<file path="config.mk">
export PLATFORM = sky130hd
export DESIGN_NAME = acsp_port
export DESIGN_NICKNAME = d
export VERILOG_FILES = /design/src/inc/acsp_pkg.sv /design/src/hw/acsp_port.sv /design/src/hw/acsp_sync.sv /design/src/hw/acsp_chan_decode.sv
export SDC_FILE = /design/constraint.sdc
export NUM_CORES = 1
export LEC_CHECK = 0
export ABC_AREA = 0
export BUFFER_PORTS_ARGS = -buffer_cell sky130_fd_sc_hd__buf_2
export CAP_MARGIN = 0
export CORE_ASPECT_RATIO = 1.25
export CORE_UTILIZATION = 60
export CTS_BUF_LIST = sky130_fd_sc_hd__clkbuf_8
export DETAILED_ROUTE_END_ITERATION = 6
export GPL_TIMING_DRIVEN = 0
export PLACE_DENSITY_LB_ADDON = 0.12
export SLEW_MARGIN = 10
export SYNTH_ARGS = -nofsm -noshare
export SYNTH_HDL_FRONTEND = slang
export SYNTH_SLANG_ARGS = --single-unit
</file>
<file path="constraint.sdc">
create_clock -name core_clk -period 3.2 [get_ports core_clk]
set_input_delay 0.48 -clock core_clk [delete_from_list [all_inputs] [get_ports core_clk]]
set_output_delay 0.48 -clock core_clk [all_outputs]
set_load 0.01 [all_outputs]
</file>
<file path="src/inc/acsp_pkg.sv">
// constants and types shared by the serial command and result port
`default_nettype none
package acsp_pkg;
  localparam int unsigned ACSP_RES_W     = 13;
  localparam int unsigned ACSP_DATA_W    = 12;
  localparam int unsigned ACSP_CNT_W     = 6;
  localparam int unsigned ACSP_CHAN_W    = 3;
  localparam int unsigned ACSP_SYNC_W    = 3;
  // clock numbers counted from the start bit
  localparam logic [5:0] ACSP_CLK_MODE   = 6'h01;
  localparam logic [5:0] ACSP_CLK_BIT2   = 6'h02;
  localparam logic [5:0] ACSP_CLK_BIT1   = 6'h03;
  localparam logic [5:0] ACSP_CLK_BIT0   = 6'h04;
  localparam logic [5:0] ACSP_CLK_HOLD   = 6'h05;
  localparam logic [5:0] ACSP_CLK_NULL   = 6'h06;
  localparam logic [5:0] ACSP_CLK_MSB0   = 6'h07;
  localparam logic [5:0] ACSP_CLK_MSBN   = 6'h13;
  localparam logic [5:0] ACSP_CLK_LSB0   = 6'h14;
  localparam logic [5:0] ACSP_CLK_LSBN   = 6'h20;
  localparam logic [5:0] ACSP_CLK_SAT    = 6'h3f;
  localparam logic [12:0] ACSP_CODE_ZERO = 13'h0000;
  localparam logic [2:0] ACSP_CHAN_ZERO  = 3'h0;
  localparam logic       ACSP_MODE_SGL   = 1'b1;
  localparam logic       ACSP_MODE_DIFF  = 1'b0;
  typedef enum logic [2:0] {
    ACSP_ST_WAIT = 3'b001,
    ACSP_ST_CMD  = 3'b010,
    ACSP_ST_DATA = 3'b100
  } acsp_state_t;
endpackage
`default_nettype wire

</file>
<file path="src/hw/acsp_port.sv">
// serial command and result port of the differential converter
// How it works
// - result sent as two's complement with sign
// - sign zero when positive input not lower
// - codes span minus 4096 to plus 4095
// - chip select must be seen high first
// - first high data bit is start bit
// - leading zeros ignored before start bit
// - bit after start selects single or differential
// - single-ended result unipolar, sign always zero
// - three select bits follow, msb first
// - four-channel variant ignores top select bit
// - single-ended select bits are channel index
// - differential pairs, lowest bit swaps polarity
// - sampling starts fourth rising edge after start
// - sampling ends falling edge fifth clock
// - fifth clock data input is ignored
// - low null bit on sixth falling edge
// - sign then twelve bits, msb first
// - serial output changes only on falling edges or when chip select goes high
// - then result again, lsb first
// - then zeros while clocking continues
// - low power during result shifting
// - output high impedance before null bit
`default_nettype none
module acsp_port
  import acsp_pkg::*;
#(
  parameter bit EIGHT_CHAN = 1'b1
) (
  input  wire logic                   core_clk,
  input  wire logic                   arst_n,
  input  wire logic                   spiCsN,
  input  wire logic                   spiSclk,
  input  wire logic                   spiMosi,
  output logic                        spiMiso,
  output logic                        spiMisoOe,
  input  wire logic [ACSP_RES_W-1:0]  convCode,
  output logic                        sampleEn,
  output logic                        convStart,
  output logic                        lowPowerEn,
  output logic                        inputModeSelect,
  output logic      [ACSP_CHAN_W-1:0] posChan,
  output logic      [ACSP_CHAN_W-1:0] negChan,
  output logic                        negIsCommon,
  output logic                        busy
);
  ////////////////////////////////////////////////////////////////////////////
  // pin synchronisation and edge detection
  logic [ACSP_SYNC_W-1:0] pinSync;
  logic                   csNs;
  logic                   sclkS;
  logic                   mosiS;
  logic                   sclkPrev;
  logic                   sclkRise;
  logic                   sclkFall;
  logic                   csHigh;

  acsp_sync #(
    .WIDTH (ACSP_SYNC_W)
  ) u_sync (
    .core_clk (core_clk),
    .arst_n   (arst_n),
    .asyncIn  ({spiCsN, spiSclk, spiMosi}),
    .resetVal (3'h0), // no false chip select high after reset, arming needs a real one
    .syncOut  (pinSync)
  );

  assign csNs  = pinSync[2];
  assign sclkS = pinSync[1];
  assign mosiS = pinSync[0];

  always_ff @(posedge core_clk or negedge arst_n) begin
    if (!arst_n) begin
      sclkPrev <= 1'b0;
    end else begin
      sclkPrev <= sclkS;
    end
  end

  // edges counted only while selected
  assign sclkRise = sclkS & ~sclkPrev & ~csNs;
  assign sclkFall = ~sclkS & sclkPrev & ~csNs;
  assign csHigh   = csNs;

  ////////////////////////////////////////////////////////////////////////////
  // arming after power-up
  logic armed;

  always_ff @(posedge core_clk or negedge arst_n) begin
    if (!arst_n) begin
      armed <= 1'b0;
    end else if (csHigh) begin
      armed <= 1'b1;
    end
  end

  ////////////////////////////////////////////////////////////////////////////
  // transaction state and clock counter
  acsp_state_t            state;
  logic [ACSP_CNT_W-1:0]  clkNum;
  logic                   chanSelBit2;
  logic                   chanSelBit1;
  logic                   chanSelBit0;

  always_ff @(posedge core_clk or negedge arst_n) begin
    if (!arst_n) begin
      state  <= ACSP_ST_WAIT;
      clkNum <= '0;
    end else if (csHigh) begin
      state  <= ACSP_ST_WAIT;
      clkNum <= '0;
    end else begin
      unique case (state)
        ACSP_ST_WAIT: begin
          // zeros skipped, first high bit starts the command
          if (sclkRise && mosiS && armed) begin
            state  <= ACSP_ST_CMD;
            clkNum <= '0;
          end
        end
        ACSP_ST_CMD: begin
          if (sclkRise) begin
            clkNum <= clkNum + 6'h01;
          end else if (sclkFall && clkNum == ACSP_CLK_HOLD) begin
            state <= ACSP_ST_DATA;
          end
        end
        ACSP_ST_DATA: begin
          if (sclkRise && clkNum != ACSP_CLK_SAT) begin
            clkNum <= clkNum + 6'h01;
          end
        end
      endcase
    end
  end

  ////////////////////////////////////////////////////////////////////////////
  // command bit capture
  always_ff @(posedge core_clk or negedge arst_n) begin
    if (!arst_n) begin
      inputModeSelect <= ACSP_MODE_DIFF;
      chanSelBit2     <= 1'b0;
      chanSelBit1     <= 1'b0;
      chanSelBit0     <= 1'b0;
    end else if (state == ACSP_ST_CMD && sclkRise) begin
      // bit after start then select bits msb first
      unique case (clkNum + 6'h01)
        ACSP_CLK_MODE: inputModeSelect <= mosiS;
        ACSP_CLK_BIT2: chanSelBit2     <= mosiS;
        ACSP_CLK_BIT1: chanSelBit1     <= mosiS;
        ACSP_CLK_BIT0: chanSelBit0     <= mosiS;
        default: ; // fifth clock input ignored
      endcase
    end
  end

  acsp_chan_decode #(
    .EIGHT_CHAN (EIGHT_CHAN)
  ) u_decode (
    .inputModeSelect (inputModeSelect),
    .chanSelBit2     (chanSelBit2),
    .chanSelBit1     (chanSelBit1),
    .chanSelBit0     (chanSelBit0),
    .posChan         (posChan),
    .negChan         (negChan),
    .negIsCommon     (negIsCommon)
  );

  ////////////////////////////////////////////////////////////////////////////
  // sample window and conversion start
  always_ff @(posedge core_clk or negedge arst_n) begin
    if (!arst_n) begin
      sampleEn  <= 1'b0;
      convStart <= 1'b0;
    end else begin
      convStart <= 1'b0;
      if (csHigh) begin
        sampleEn <= 1'b0;
      end else if (state == ACSP_ST_CMD && sclkRise && clkNum + 6'h01 == ACSP_CLK_BIT0) begin
        sampleEn <= 1'b1;
      end else if (state == ACSP_ST_CMD && sclkFall && clkNum == ACSP_CLK_HOLD) begin
        sampleEn  <= 1'b0;
        convStart <= 1'b1;
      end
    end
  end

  ////////////////////////////////////////////////////////////////////////////
  // result capture and serial output
  logic [ACSP_RES_W-1:0] result;
  logic                  nullSent;

  function automatic logic pick_bit(input logic [ACSP_CNT_W-1:0] n, input logic [ACSP_RES_W-1:0] r);
    logic [3:0] idx;
    idx = 4'h0;
    pick_bit = 1'b0;
    if (n >= ACSP_CLK_MSB0 && n <= ACSP_CLK_MSBN) begin
      idx = 4'(ACSP_CLK_MSBN - n);
      pick_bit = r[idx];
    end else if (n >= ACSP_CLK_LSB0 && n <= ACSP_CLK_LSBN) begin
      idx = 4'(n - ACSP_CLK_LSB0);
      pick_bit = r[idx];
    end
  endfunction

  always_ff @(posedge core_clk or negedge arst_n) begin
    if (!arst_n) begin
      result <= ACSP_CODE_ZERO;
    end else if (state == ACSP_ST_DATA && sclkFall && clkNum == ACSP_CLK_NULL) begin
      // two's complement code, single-ended clamps to unipolar
      if (inputModeSelect == ACSP_MODE_SGL && convCode[ACSP_RES_W-1]) begin
        result <= ACSP_CODE_ZERO;
      end else begin
        result <= convCode;
      end
    end
  end

  always_ff @(posedge core_clk or negedge arst_n) begin
    if (!arst_n) begin
      spiMiso   <= 1'b0;
      spiMisoOe <= 1'b0;
      nullSent  <= 1'b0;
    end else if (csHigh) begin
      spiMiso   <= 1'b0;
      spiMisoOe <= 1'b0;
      nullSent  <= 1'b0;
    end else if (state == ACSP_ST_DATA && sclkFall) begin
      // output moves only on falling edges
      if (clkNum == ACSP_CLK_NULL) begin
        spiMiso   <= 1'b0;
        spiMisoOe <= 1'b1;
        nullSent  <= 1'b1;
      end else if (nullSent) begin
        // msb first, then lsb first, then zeros
        spiMiso <= pick_bit(clkNum, result);
      end
    end
  end

  // bias and reference released while shifting
  assign lowPowerEn = nullSent;
  assign busy       = (state != ACSP_ST_WAIT);

  logic fallAt;
  assign fallAt = (state == ACSP_ST_DATA) && sclkFall && !csHigh;
endmodule // acsp_port
`default_nettype wire

</file>
<file path="src/hw/acsp_sync.sv">
// two flip-flop synchroniser for pin inputs
`default_nettype none
module acsp_sync #(
  parameter int unsigned WIDTH = 1
) (
  input  wire logic             core_clk,
  input  wire logic             arst_n,
  input  wire logic [WIDTH-1:0] asyncIn,
  input  wire logic [WIDTH-1:0] resetVal,
  output logic      [WIDTH-1:0] syncOut
);
  logic [WIDTH-1:0] stage1;
  logic [WIDTH-1:0] preset;

  // reset value is a constant tie at the instance; applied after release
  always_ff @(posedge core_clk or negedge arst_n) begin
    if (!arst_n) begin
      stage1 <= '0;
      preset <= '0;
      syncOut <= '0;
    end else begin
      stage1 <= asyncIn;
      preset <= '1;
      syncOut <= (preset == '1) ? stage1 : resetVal;
    end
  end
endmodule // acsp_sync
`default_nettype wire

</file>
<file path="src/hw/acsp_chan_decode.sv">
// channel configuration decode for single-ended and differential modes
`default_nettype none
module acsp_chan_decode
  import acsp_pkg::*;
#(
  parameter bit EIGHT_CHAN = 1'b1
) (
  input  wire logic                   inputModeSelect,
  input  wire logic                   chanSelBit2,
  input  wire logic                   chanSelBit1,
  input  wire logic                   chanSelBit0,
  output logic      [ACSP_CHAN_W-1:0] posChan,
  output logic      [ACSP_CHAN_W-1:0] negChan,
  output logic                        negIsCommon
);
  logic topBit;

  always_comb begin
    // four-channel variant ignores the top select bit
    topBit = EIGHT_CHAN ? chanSelBit2 : 1'b0;
    if (inputModeSelect == ACSP_MODE_SGL) begin
      // binary channel index
      posChan     = {topBit, chanSelBit1, chanSelBit0};
      negChan     = ACSP_CHAN_ZERO;
      negIsCommon = 1'b1;
    end else begin
      // pair picked by upper bits, lowest bit swaps polarity
      posChan     = {topBit, chanSelBit1, chanSelBit0};
      negChan     = {topBit, chanSelBit1, ~chanSelBit0};
      negIsCommon = 1'b0;
    end
  end
endmodule // acsp_chan_decode
`default_nettype wire

</file>
* Word level (Yosys, flattened, before mapping)
Cells that the tools add are included.
** Operators by class
- $add $sub $neg :: 3
- $lt $le $gt $ge :: 6
- Shift operators :: 0
- Equal/unequal tests :: 17
- Divide/modulo/power cells :: 0
- Reduce and logical (&&, ||, !) cells :: 26
- Multiplexer cells :: 33
- Bitwise gates (word level) :: 8
- $mul :: 0
** Operators with widths (number)
- two-way mux 6 bit :: 4
- equality test 6 x 3 -> 1 bit, second input constant :: 3
- two-way mux 1 bit :: 18
- two-way mux 3 bit :: 6
- case mux 6 bit (3 select lines) :: 1
- != test 3 x 2 -> 1 bit, second input constant :: 5
- logical AND 1 bit :: 13
- two-way mux 13 bit :: 1
- equality test 6 x 2 -> 1 bit, second input constant :: 2
- AND reduction 2 bit :: 6
- less-than comparator 4 x 5 -> 1 bit, second input constant :: 2
- nonzero test 3 bit :: 3
- binary-select mux 1 bit (select 4 bit) :: 2
- adder 6 x 1 -> 6 bit, second input constant :: 1
- equality test 3 bit, second input constant :: 2
- equality test 6 x 1 -> 1 bit, second input constant :: 1
- >= comparator 6 x 3 -> 1 bit, second input constant :: 1
- >= comparator 6 x 5 -> 1 bit, second input constant :: 1
- less-or-equal comparator 6 x 5 -> 1 bit, second input constant :: 1
- less-or-equal comparator 6 bit, second input constant :: 1
- != test 6 bit, second input constant :: 1
- case mux 3 bit (2 select lines) :: 1
- bitwise AND 1 bit :: 4
- inverter 1 bit :: 4
- other kinds (8) :: 9
** Storage, ports and cells
- Memories :: 0
- Input port bits :: 18
- Latch bits :: 0
- Bits in writable memories :: 0
- Bits in read-only memories :: 0
- Register bits after elaboration :: 39
- Logic and storage cells :: 109
- Output and inout port bits :: 14

* Longest topological paths before layout
- Depth in word-level cells :: 9
- Depth in mapped cells :: 11
- Gate-level depth less buffers :: 7

* Cells and area by module
Synthesis repeated with hierarchy kept, for this count alone.
** Unflattened totals
- Cell total of the unflattened synthesis :: 224
- Area total of the unflattened synthesis :: 2225.9 um^2
** Modules (own cells, without submodules)
- acsp_port :: area an instance 1966.9 um^2, cells an instance 206, times used 1
- acsp_sync :: area an instance 212.7 um^2, cells an instance 11, times used 1
- acsp_chan_decode :: area an instance 46.3 um^2, cells an instance 7, times used 1

* Worst setup path after synthesis
OpenSTA, ideal clock, no wires.
- Path kind :: register -> register
- Start point :: reg clkNum[0]
- End point :: reg result[5]
- Arrival time :: 1.908 ns
- Period minus slack after synthesis :: 2.044 ns
- Stages on the path, launching flop included :: 11
- Slack :: 1.156 ns
- Path buffers :: 4
- Cell sequence :: dfrtp_1 buf_2 buf_2 inv_1 ha_1 nand2_1 nor3_1 nand2b_1 clkbuf_1 clkbuf_1 o21ai_0
** On the way
- Cells in the longest elaborated chain, start to end :: 2
** Ends and longest elaborated chain
- from (decl) :: RTL line acsp_port.sv:101 : logic [ACSP_CNT_W-1:0] clkNum;
- from (signal assigned) :: RTL line acsp_port.sv:124 : clkNum <= clkNum + 6'h01;
- from (signal assigned) :: RTL line acsp_port.sv:131 : clkNum <= clkNum + 6'h01;
- equality test 6 x 3 -> 1 bit :: RTL line acsp_port.sv:210 : end else if (state == ACSP_ST_DATA && sclkFall && clkNum == ACSP_CLK_NULL) begin
- logical AND 1 bit :: RTL line acsp_port.sv:210
- to (signal assigned) :: RTL line acsp_port.sv:215 : result <= convCode;
- to (decl) :: RTL line acsp_port.sv:191 : logic [ACSP_RES_W-1:0] result;
No other way between the ends.
A chain may end at the register's enable or synchronous reset.

* Worst setup path after layout
Same ends and word-level chain as after synthesis.

==> out/qor.csv <==
metric;value;unit
clock_path_buffers;2;
ant_nets;0;
port_buffers;31;
remaining_drc_errors;4;
clock_skew;6.70;ps
synth_edf_count;0;
synth-seq-cells;39;
whs;285;ps
crit_family;buffers and inverters;
cp-start-kind;flip-flop;
setup_violations;0;
die_x;57.0;um
antenna_found_initial;0;
path_clk_slew;80;ps
num_antenna_cells;0;
hpwl;3460;um
p_leak;1.23;nW
tritoncts;yes;
max_stage_delay;410;ps
post-synth-top-count-cell;nand2_1;
r2r-start;clkNum[0]$_DFFE_PN0P_;
cts_resized;0;
cts_setup_buffers;0;
critPathArrivalTime;2650;ps
violations;DRC;
rsz0062_at_grt;no;
vias;1862;
yosysTopAreaCell;dfrtp_1;
gr-total-overflow;0;
drive_gt1_share;20.6;%
postLayoutCoreUtil;73.0;%
critical_path_class;reg2reg;
synth_top_area_share;41.9;%
core_area;3540;sq um
power_density;412;nW/um^2
syn_area;2270;sq um
drt-initial-drc-count;65;
worstPathCellList;buf_2 > buf_2 > inv_1 > ha_1 > nand2_1 > nor3_1 > nand2b_1 > clkbuf_1 > clkbuf_1 > o21ai_0;
fin_crit;2490;ps
die_h;70.7;um
power;1.07;mW
finalMaxSlewViolations;0;
max_cap_viol_count;0;
worst_pin_slew;862;ps
wl_per_cell;14.3;um
cts_inserted_buffers;5;
syn_nets;272;
slowest_stage;dfrtp_1;
relSlewSlack;42.5;%
layout.nets;310;
grt_max_degree;40;
cts_hold_buf;0;
placementRows;24;
dp.cells;313;
grt_pass1_vias;1832;
setup_tns;0;ps
vdd_ir_drop_max;0.376;mV
crit_path_max_fanout;10;
synthFlopType;dfrtp_1;
required;3360;ps
synth_commonest_cells;44 x nand2_1, 38 x dfrtp_1, 19 x o21ai_0;
clock-sinks;39;
setup_ws;711;ps
ys_types;50;
crit_buf_inv;5;
async_flop_share;100;%
dpl_worst_slack;713;ps
ff2ff_path_depth;10;
gp_congestion;0.842;
drtPass1Iterations;6;
cp-end-kind;flip-flop;
instances_no_fill;321;
grt_usage;25.5;%
status;finished, violations left;
rrSetupSlack;710;ps
ctsHtreeMaxLevel;2;
hold_viol;0;
synth_cells;243;
via_per_inst;5.80;
period_share;77.8;%
yosysWarnings;0;
fmax;402;MHz
regToRegEndpoint;result[5]$_DFFE_PN0P_;
clk-insertion-delay-late;300;ps
syn_avg_cell_area;9.33;sq um
routed_wl;4590;um
fin_area;2590;sq um
initial_core_util;64.0;%
hold_class;in2async;
cts-root-buf;clkbuf_8;
grt_pass1_wl;7910;um
area_growth;14.1;%
place_area;2470;sq um
io_pins;32;
die-area;4030;sq um
seq_area_frac_synth;43.1;%
ys_top_cells_by_area;dfrtp_1 42%, nand2_1 7.3%, ha_1 6.1%;
[cells by family after synthesis]
group | synth area share (%)
AND/OR/NAND/NOR | 21.5
AO/OA/AOI/OAI | 14.6
flip-flops | 43.1
buffers and inverters | 5.79
multiplexers | 7.56
adder cells (fa/ha/maj) | 6.07
XOR/XNOR | 1.16
other | 0.165
[power breakdown]
group	total (mW)	internal (mW)	leakage, nW	switching [mW]
sequential	0.517	0.504	0.451	0.0131
combinational	0.131	0.0567	0.720	0.0738
clock	0.418	0.235	0.0548	0.183
total	1.07	0.795	1.23	0.270
[layout make-up]
class	instances	area, sq um
Multi-Input combinational cell	177	1160
Sequential cell	39	977
Fill cell	300	957
Timing Repair Buffer	31	155
Buffer	17	93.8
Clock buffer	5	68.8
Tap cell	39	48.8
Clock inverter	3	46.3
Inverter	10	37.5
[routing by layer]
metal	GRT usage (%)	vias up	wire [um]
met3	5.12	15	152
met4	12.5	0	132
li1	-	918	-
met5	0	-	0
met1	29.5	885	1920
met2	44.4	44	2380
[registers in the layout (all words and copies together), names as in the netlist]
name / flops
state: 3
spiMiso: 1
u_sync.syncOut: 3
chanSelBit2: 1
armed: 1
sampleEn: 1
u_sync.preset: 1
lowPowerEn: 1
chanSelBit0: 1
clkNum: 6
chanSelBit1: 1
convStart: 1
result: 13
inputModeSelect: 1
u_sync.stage1: 3
sclkPrev: 1
[how the worst max path moves through the flow]
stage	depth (start not counted)	startpoint	end	slack (ps)
finish	10	clkNum[0]$_DFFE_PN0P_	result[5]$_DFFE_PN0P_	710
global route	11	clkNum[0]$_DFFE_PN0P_	result[4]$_DFFE_PN0P_	410
detailed placement	10	clkNum[0]$_DFFE_PN0P_	result[5]$_DFFE_PN0P_	710
CTS	10	clkNum[0]$_DFFE_PN0P_	result[5]$_DFFE_PN0P_	700
global placement	10	clkNum[0]$_DFFE_PN0P_	result[5]$_DFFE_PN0P_	770
floorplan	10	clkNum[0]$_DFFE_PN0P_	result[5]$_DFFE_PN0P_	1160
[worst register-to-register path, stage by stage, from the launching register on]
cell      delay [ps]
dfrtp_1          410
buf_2            250
buf_2            290
inv_1            150
ha_1             220
nand2_1           50
nor3_1            60
nand2b_1         100
clkbuf_1         270
clkbuf_1         380
o21ai_0          170
[cell usage in the layout (no fill, tap or decap), types with 2 or more instances in the layout]
cell,synthesis,layout
nand2_1,44,44
dfrtp_1,38,38
a21boi_0,3,3
xnor2_1,3,3
nor2b_1,5,5
inv_1,10,10
or3_1,2,2
a311oi_1,2,2
clkbuf_1,8,8
o21ai_1,4,4
o31ai_1,3,3
buf_2,3,34
nand2b_1,3,3
mux2_1,4,4
nor2_1,11,11
clkbuf_8,0,5
nor3_1,5,5
nand3_1,10,10
a21oi_1,6,6
o21ai_0,19,19
mux4_2,2,2
and2_1,3,3
a31oi_1,4,4
and3_1,2,2
ha_1,11,11
buf_4,5,5
nand4_1,3,3
mux2i_1,7,7
Note: power is estimated with default switching activity, not from simulation.
